File: src/rtl/ssr_defines.svh
`ifndef SSR_DEFINES_SVH
`define SSR_DEFINES_SVH
`define SSR_STOP_MODE_CODE 8'h08
`define SSR_STOP_CLEAR_MASK 16'h0000
`define SSR_MEM_DEPTH 64
`define SSR_MEM_WIDTH 8
`define SSR_PORT_W 3
`endif

File: src/rtl/ssr_pkg.sv
package ssr_pkg;
	typedef enum logic [2:0] {
		SSR_BOOT,
		SSR_RESTORE,
		SSR_IDLE,
		SSR_SAVE,
		SSR_CLEAR
	} ssr_state_t;
endpackage

File: src/rtl/ssr_sequencer.sv
`include "ssr_defines.svh"
module ssr_sequencer import ssr_pkg::*; #(
	parameter int DEPTH = `SSR_MEM_DEPTH,
	parameter int WIDTH = `SSR_MEM_WIDTH,
	parameter int PW = `SSR_PORT_W
) (
	// clock and reset
	input wire logic ref_clk,
	input wire logic arst_n,
	// host command strobes, one cycle each
	input wire logic stop_cmd,
	input wire logic [7:0] stop_mode,
	input wire logic [15:0] stop_mask,
	input wire logic backup_cmd,
	input wire logic clear_cmd,
	input wire logic [PW-1:0] cmd_port,
	// device status inputs
	input wire logic time_valid_in,
	input wire logic [2**PW-1:0] port_filter_ok,
	// backed state memory side
	output logic mem_rd,
	output logic [$clog2(DEPTH)-1:0] mem_addr,
	input wire logic [WIDTH-1:0] mem_rdata,
	output logic mem_wr,
	output logic [WIDTH-1:0] mem_wdata,
	// external flash side
	output logic fl_wr,
	output logic fl_rd,
	output logic fl_erase,
	output logic [$clog2(DEPTH)-1:0] fl_addr,
	output logic [WIDTH-1:0] fl_wdata,
	input wire logic [WIDTH-1:0] fl_rdata,
	input wire logic fl_image_present,
	input wire logic fl_ok,
	// reports to host
	output logic result_report,
	output logic result_ok,
	output logic restore_report,
	output logic [PW-1:0] report_port,
	output logic notice_restored,
	output logic ack_pos,
	output logic ack_neg,
	output logic time_unknown,
	output logic boot_done
);
	localparam int AW = $clog2(DEPTH);
	// the end marker is the top counter bit, so only a power-of-two depth can be served
	if (DEPTH < 2 || (1 << AW) != DEPTH || WIDTH < 1 || PW < 1) begin : g_bad_params
		$error("ssr_sequencer: unsupported parameters");
	end

	// sequence overview: after reset the flash is asked once whether it holds an image;
	// if so, every word is copied back into the backed memory before commands are served.
	// a save copies the other way, word for word, and is answered by a single report.
	// a copy takes DEPTH cycles plus three to drain; backup and clear commands that arrive meanwhile
	// are dropped (a stop still updates the stop flag), since the host is expected to wait for the report.
	ssr_state_t state; // sequencer state
	logic [AW:0] cnt; // word counter, one spare bit marks the end
	logic stopped; // a proper stop command was seen
	logic [PW-1:0] saved_port; // port that carried the backup command
	// two pipe stages: one for the registered read strobe, one for the far side's
	// registered read data; a single stage would copy the word of the cycle before
	logic pipe; // read strobe issued this cycle
	logic [AW-1:0] pipe_addr; // address of that read
	logic pipe2; // read data for the earlier strobe stands at the input now
	logic [AW-1:0] pipe2_addr; // address that data belongs to
	logic save_err; // a flash write failed during this save

	// copy finished: every read issued and both pipe stages empty
	function automatic logic drained(input logic [AW:0] c, input logic p1, input logic p2);
		return c[AW] && !p1 && !p2;
	endfunction

	// stop must use controlled-stop mode with nothing cleared, else state is lost
	always_ff @(posedge ref_clk or negedge arst_n) begin
		if (!arst_n)
			stopped <= 1'b0;
		else if (stop_cmd)
			stopped <= (stop_mode == `SSR_STOP_MODE_CODE) && (stop_mask == `SSR_STOP_CLEAR_MASK);
		// a restored image starts a new session, so the host must stop again
		else if (state == SSR_RESTORE)
			stopped <= 1'b0;
	end

	// main sequencer; a copy runs one word per cycle, both directions alike
	always_ff @(posedge ref_clk or negedge arst_n) begin
		if (!arst_n) begin
			state <= SSR_BOOT;
			cnt <= '0;
			pipe <= 1'b0;
			pipe_addr <= '0;
			pipe2 <= 1'b0;
			pipe2_addr <= '0;
			save_err <= 1'b0;
			saved_port <= '0;
		end else begin
			// pipe is raised only while reads are issued; pipe2 trails it by one cycle
			pipe <= 1'b0;
			pipe2 <= pipe;
			pipe2_addr <= pipe_addr;
			case (state)
				SSR_BOOT: begin
					cnt <= '0;
					// restore on image presence alone, age is never checked
					state <= fl_image_present ? SSR_RESTORE : SSR_IDLE;
				end
				SSR_RESTORE: begin
					// flash to backed memory, word i to address i
					pipe <= ~cnt[AW];
					pipe_addr <= cnt[AW-1:0];
					if (!cnt[AW]) begin
						cnt <= cnt + 1'b1;
					end else if (drained(cnt, pipe, pipe2)) begin
						// the last write has been issued; leave only now
						state <= SSR_IDLE;
					end
				end
				SSR_IDLE: begin
					cnt <= '0;
					save_err <= 1'b0;
					// save starts only on a host command, and only after a valid stop
					if (backup_cmd && stopped) begin
						saved_port <= cmd_port;
						state <= SSR_SAVE;
					end else if (clear_cmd) begin
						// a valid (stopped) backup wins when both arrive together; an unstopped one loses to clear
						state <= SSR_CLEAR;
					end
				end
				SSR_SAVE: begin
					// backed memory to flash, word i to address i
					pipe <= ~cnt[AW];
					pipe_addr <= cnt[AW-1:0];
					// any refused flash write spoils the whole image
					if (fl_wr && !fl_ok)
						save_err <= 1'b1;
					if (!cnt[AW]) begin
						cnt <= cnt + 1'b1;
					end else if (drained(cnt, pipe, pipe2)) begin
						state <= SSR_IDLE;
					end
				end
				// erase was issued on entry; the answer follows in the next cycle
				SSR_CLEAR: state <= SSR_IDLE;
				default: state <= SSR_IDLE;
			endcase
		end
	end

	// memory and flash strobes; a read goes out with cnt, its word is written two cycles later
	always_ff @(posedge ref_clk or negedge arst_n) begin
		if (!arst_n) begin
			mem_rd <= 1'b0;
			mem_wr <= 1'b0;
			mem_addr <= '0;
			mem_wdata <= '0;
			fl_rd <= 1'b0;
			fl_wr <= 1'b0;
			fl_addr <= '0;
			fl_wdata <= '0;
			fl_erase <= 1'b0;
		end else begin
			// reads: the source side of the copy is addressed by the counter
			mem_rd <= (state == SSR_SAVE) && !cnt[AW];
			fl_rd <= (state == SSR_RESTORE) && !cnt[AW];
			// writes: the sink side takes the word that the read two cycles back returned
			mem_wr <= (state == SSR_RESTORE) && pipe2;
			fl_wr <= (state == SSR_SAVE) && pipe2;
			// each side is only read or only written during one copy, never both
			mem_addr <= (state == SSR_RESTORE) ? pipe2_addr : cnt[AW-1:0];
			fl_addr <= (state == SSR_SAVE) ? pipe2_addr : cnt[AW-1:0];
			// data passes through unchanged; the write strobe picks the right cycle
			mem_wdata <= fl_rdata;
			fl_wdata <= mem_rdata;
			// erase only on the clear command; an invalid backup never touches flash
			fl_erase <= (state == SSR_IDLE) && clear_cmd && !(backup_cmd && stopped);
		end
	end

	// reports back to the host, each a one-cycle pulse except report_port, which holds saved_port
	always_ff @(posedge ref_clk or negedge arst_n) begin
		if (!arst_n) begin
			result_report <= 1'b0;
			result_ok <= 1'b0;
			restore_report <= 1'b0;
			notice_restored <= 1'b0;
			report_port <= '0;
			ack_pos <= 1'b0;
			ack_neg <= 1'b0;
		end else begin
			// only a valid (stopped) backup gets a result report, at the end of the copy
			result_report <= (state == SSR_SAVE) && drained(cnt, pipe, pipe2);
			// success needs every write and the final flash status to be good
			result_ok <= (state == SSR_SAVE) && drained(cnt, pipe, pipe2) && !save_err
				&& fl_ok;
			// no image means the restore state is never entered, so nothing is sent
			restore_report <= (state == SSR_RESTORE) && drained(cnt, pipe, pipe2)
				&& port_filter_ok[saved_port];
			// the notice goes to the boot output whatever the report filter says
			notice_restored <= (state == SSR_RESTORE) && drained(cnt, pipe, pipe2);
			// limitation: the port is not kept over a power cycle, so a report after
			// power-up names port 0 unless a backup happened in this session
			report_port <= saved_port;
			ack_pos <= (state == SSR_CLEAR) && fl_ok;
			ack_neg <= (state == SSR_CLEAR) && !fl_ok;
		end
	end

	// time knowledge: never carried in the image, so unknown after any boot
	always_ff @(posedge ref_clk or negedge arst_n) begin
		if (!arst_n) begin
			time_unknown <= 1'b1;
			boot_done <= 1'b0;
		end else begin
			// the image may carry stale time, so it is never trusted while booting
			if (state == SSR_RESTORE || state == SSR_BOOT)
				time_unknown <= 1'b1;
			// afterwards only the device's own time source can make time known again
			else
				time_unknown <= !time_valid_in;
			// commands are served once the copy back from flash is over
			boot_done <= (state != SSR_BOOT) && (state != SSR_RESTORE);
		end
	end
endmodule // ssr_sequencer

File: config.mk
export PLATFORM = sky130hd
export DESIGN_NAME = ssr_sequencer
export DESIGN_NICKNAME = d
export VERILOG_FILES = /design/src/rtl/ssr_pkg.sv /design/src/rtl/ssr_sequencer.sv
export VERILOG_INCLUDE_DIRS = /design/src /design/src/rtl
export SDC_FILE = /design/constraint.sdc
export NUM_CORES = 1
export LEC_CHECK = 0
export ABC_AREA = 1
export BUFFER_PORTS_ARGS = -buffer_cell sky130_fd_sc_hd__buf_2
export CAP_MARGIN = 20
export CORE_MARGIN = 5
export CORE_UTILIZATION = 43
export DETAILED_ROUTE_END_ITERATION = 16
export PLACE_DENSITY_LB_ADDON = 0.15
export SYNTH_ARGS = -nofsm -noshare
export SYNTH_HDL_FRONTEND = slang
export SYNTH_SLANG_ARGS = --single-unit
File: constraint.sdc
create_clock -name ref_clk -period 1.04 [get_ports ref_clk]
set_clock_uncertainty 0.05 [all_clocks]
set_input_delay 0.156 -clock ref_clk [delete_from_list [all_inputs] [get_ports ref_clk]]
set_output_delay 0.156 -clock ref_clk [all_outputs]
set_load 0.005 [all_outputs]
# After elaboration in Yosys (flattened, before gate mapping)
# Index checks and enable logic that the tools add are counted.
# W data, S select, Z words.
# op_classes
addsub	1
multipliers	0
div	0
magnitude_cmp	1
n_eq_ne	11
shifts	0
n_mux	18
bitwise_logic	1
n_reduce_logical	39
# op_table
operator	count
$logic_and A1 B1 Y1	19
$logic_not A16 Y1	1
$pmux W7 S2	1
$mux W3	4
$mux W6	2
$pmux W3 S3	1
$eq A8 B4 Y1 const B	1
$add A7 B1 Y7 const B	1
$logic_not A1 Y1	7
$mux W7	1
$eq A3 B2 Y1 const B	2
$mux W1	6
$reduce_and A2 Y1	3
$reduce_bool A2 Y1	3
$lt A3 B4 Y1 const B	1
$ne A2 B1 Y1 const B	2
$ne A2 B2 Y1 const B	2
$reduce_or A2 Y1	2
$bmux W1 S3	1
$eq A3 B1 Y1 const B	1
$eq A3 B3 Y1 const B	1
$logic_not A3 Y1	1
$ne A3 B1 Y1 const B	1
$ne A3 B3 Y1 const B	1
other kinds (6)	6
# word_totals
ff_bits	73
latch_bits	0
mem_bits_rw	0
mem_bits_ro	0
input_bits	59
output_inout_bits	44
elab_cells	99
memories	0

# Depth between registers and ports, before layout
# depth
depth_word	6
depth_mapped	7

# Worst setup path after synthesis
# Ideal clock, no wire load.
# synth_path
kind	register to register
start	register state[2]
end	register mem_addr[3]
arrival_time_ps	944
t_required_ps	862
setup_slack_ps	-81
path_stages_with_launch	6
n_path_buf	1
synth_period_minus_slack_ps	1121
cell_sequence	dfrtp_1 nor2_2 inv_2 nor2_4 buf_4 o21ai_0
# synth_via
elab_chain_cells	2
# synth_lines
item	line_no	source
start: declaration	ssr_sequencer.sv:57	ssr_state_t state;
start signal: assignment	ssr_sequencer.sv:105	state <= fl_image_present ? SSR_RESTORE : SSR_IDLE;
$eq A3 B1 Y1	ssr_sequencer.sv:170	mem_addr <= (state == SSR_RESTORE) ? pipe2_addr : cnt[AW-1:0];
$mux W6	ssr_sequencer.sv:170	
end signal: assignment	ssr_sequencer.sv:170	
end: declaration	ssr_sequencer.sv:22	output logic [$clog2(DEPTH)-1:0] mem_addr,
# Every way passes these cells.
# A chain may end at the register's enable or synchronous reset.

# Final worst setup path
# layout_path
start	register state[2]
end	register saved_port[0]
# layout_via
elab_chain_cells	2
# layout_lines
item	line_no	source
$eq A3 B2 Y1	ssr_sequencer.sv:101	case (state)
$reduce_and A2 Y1 (no source line)	--	
end signal: assignment	ssr_sequencer.sv:123	saved_port <= cmd_port;
end: declaration	ssr_sequencer.sv:60	logic [PW-1:0] saved_port;
# Every way passes these cells.

==> results_dict.tcl <==
set metrics [dict create \
    fmax_ghz 0.834 \
    min_path_type "in2reg" \
    max_stage_delay_ns 0.43 \
    cp-startpoint "state[2]$_DFFE_PN0P_" \
    layout_commonest_cell "buf_2" \
    clock-sinks 73 \
    r2r_slack_ns -0.16 \
    syn_area_mm2 0.00263 \
    setup_viol 41 \
    maxCapViolCount 0 \
    syn-instance-count 249 \
    ioPinCount 103 \
    vias 2148 \
    clockBufferDepth 2 \
    cts-root-buf "clkbuf_8" \
    place_area_mm2 0.00340 \
    holdWs_ns 0.0201 \
    p_clk_share_pct 38.2 \
    critPathSlowestCell "dfrtp_1" \
    start_util_pct 44.4 \
    crit_path_end "saved_port[0]$_DFFE_PN0P_" \
    grt_pass1_wl_um 9290 \
    finalCritPeriodShare_pct 115 \
    r2r_start "state[2]$_DFFE_PN0P_" \
    r2r_end "saved_port[0]$_DFFE_PN0P_" \
    seq_power_share_pct 56.0 \
    p_comb_share_pct 5.8 \
    gp_congestion 0.766 \
    synth_fp_nets 309 \
    drtIter0Drc 51 \
    vias_per_cell 4.45 \
    hpwlAfterDp_um 4090 \
    grtUsageTotal_pct 15.3 \
    n_antenna_cell 0 \
    power.leakage_nw 2.04 \
    crit_type "reg2reg" \
    die_h_um 88.2 \
    cts_tree "yes" \
    drive_gt1_share_pct 42.4 \
    worst_pin_slew_ns 0.268 \
    drc 0 \
    clk_latency_ns 0.33 \
    swShare_pct 20.5 \
    cp.arrival_ns 1.36 \
    ant_nets 0 \
    clk_pin_slew_ns 0.07 \
    p_int_mw 4.08 \
    cp-start-kind "register" \
    dieWidth_um 88.2 \
    layout_common_cells "buf_2, dfrtp_1, nand2_1" \
    worstPathCellList "inv_2 > nand2_4 > nor2_4 > nand3_4 > nor2_2 > a21oi_1" \
    die_area_mm2 0.00778 \
    power_density_mw_per_mm2 1300 \
    grt_max_degree 49 \
    row_count 28 \
    avgSynthCellArea_um2 10.6 \
    slew_headroom_pct 82.1 \
    routedWlPerCell_um 11.7 \
    min_period_ns 1.20 \
    ys_ff_latch 73 \
    rr_worst_depth 6 \
    wirelength_um 5630 \
    cts-htree-levels 3 \
    hold_viol_final 0 \
    grt_remaining_overflow 0 \
    design_area_mm2 0.00394 \
    antenna_found_initial 0 \
    p_switching_mw 1.06 \
    numCtsBuffers 9 \
    status "complete, but fails checks" \
    violations "setup timing" \
    synthDistinctLibCells 23 \
    grt_setup_unrepaired "yes" \
    layout_setup_ws_ns -0.158 \
    portBuffers 102 \
    hold_depth 3 \
    areaGrowthSynthToFinish_pct 49.7 \
    vdd_drop_max_v 0.000667 \
    slew_violations 0 \
    fin_nets 464 \
    grt_pass1_vias 2159 \
    synth-warning-count 0 \
    endpoint_kind "register" \
    cp.required_ns 1.21 \
    drtPass1Iterations 4 \
    synth-seq-area-share_pct 69.5 \
    core_area_mm2 0.00592 \
    cp_max_fo 7 \
]
[how the worst min path moves through the flow]
stage           startpoint                        end
6_report       cmd_port[2]  saved_port[2]$_DFFE_PN0P_
3_5_place_dp        arst_n      fl_wdata[0]$_DFF_PN0_
3_3_place_gp        arst_n      fl_wdata[0]$_DFF_PN0_
4_1_cts        cmd_port[2]  saved_port[2]$_DFFE_PN0P_
2_1_floorplan       arst_n          ack_neg$_DFF_PN0_
5_1_grt        cmd_port[2]  saved_port[2]$_DFFE_PN0P_
[sequential cells by signal (all words and copies together), names as in the netlist, 3 cells and up]
name and count:
cnt 7, fl_addr 6, fl_wdata 8, mem_addr 6
mem_wdata 8, pipe2_addr 6, pipe_addr 6, report_port 3
saved_port 3, state 3
[power groups by stage]
stage / clock, mW / combinational [mW] / sequential (mW)
finish: 1.96 / 0.299 / 2.88
floorplan: 0 / 0.0289 / 2.94
detailed placement: 0 / 0.247 / 2.93
global route: 2.18 / 0.344 / 2.88
global placement: 0 / 0.240 / 2.93
CTS: 2.04 / 0.306 / 2.88
[Yosys cell counts]
cell type  instances  share of area (%)
xnor2_1            1               0.33
nand4_1            2               0.48
o21ai_0           20                3.8
inv_2              1               0.14
ha_1               1               0.48
nand3_4            1               0.67
o22ai_1            3               0.71
nand3b_1           2               0.57
inv_1             32                4.6
nand2_1           56                8.0
a21oi_1            5               0.95
nor2_4             3                1.3
buf_6              1               0.43
nor2_1            25                3.6
nor2_2             1               0.24
buf_2              1               0.19
buf_4              1               0.29
nor3_1             3               0.57
dfstp_2            1                1.0
nand3_1           14                2.7
o21ai_1            2               0.38
inv_4              1               0.24
dfrtp_1           72                 68
[area by class of cell]
type                            count  area [µm²]
Timing Repair Buffer              147         956
Multi-Input combinational cell    139         748
Fill cell                         483        1980
Tap cell                           75        93.8
Inverter                           34         133
Clock buffer                       13         169
Sequential cell                    73        1830
Clock inverter                      2        12.5
[worst max-delay path: cells and delay by family, from the launching register on]
family	cells	cell delay [ns]
AOI/OAI and AO/OA	1	0.04
buffers and inverters	1	0.09
DFF	1	0.43
and+or+nand+nor	4	0.47
[metrics by stage]
| stage | TNS, ns | instances | total power [mW] | utilization [%] | worst slack, ns |
|---|---|---|---|---|---|
| 3_3_place_gp | -2.13 | 442 | 3.17 | 57.5 | -0.0968 |
| 2_1_floorplan | -0.666 | 249 | 2.97 | - | -0.0457 |
| 3_5_place_dp | -3.15 | 442 | 3.18 | 57.5 | -0.122 |
| 4_1_cts | -3.65 | 478 | 5.22 | 64.6 | -0.136 |
| 5_1_grt | -7.03 | 483 | 5.40 | 66.5 | -0.224 |
| 6_report | -3.43 | 483 | 5.14 | 66.5 | -0.158 |
[kinds of logic (layout without fill, tap and decap cells)]
group           Yosys count  in the layout  synth area share, %
fa+ha+maj                 1              1                0.475
xor+xnor                  1              1                0.333
buf+inv                  37            196                 5.85
simple gates            107            107                 18.0
compound gates           30             30                 5.85
flops                    73             73                 69.5
[routing by layer]
layer	vias up	track usage, %	part of all wire, %
met1	959	19.6	41
met2	86	24.5	47
met3	10	4.00	10
met4	0	7.01	1.8
met5	-	0	0
li1	1093	-	-
[what timing repair did]
| item | CTS | global route |
|---|---|---|
| pin swaps | 4 | 8 |
| gates resized for setup | 23 | 23 |
| setup endpoints to repair | 57 | 87 |
| setup buffers | 1 | 5 |
| hold buffers | 20 | 0 |
| hold endpoints to repair | 91 | 0 |
No activity file was read; power rests on OpenSTA's default activity.
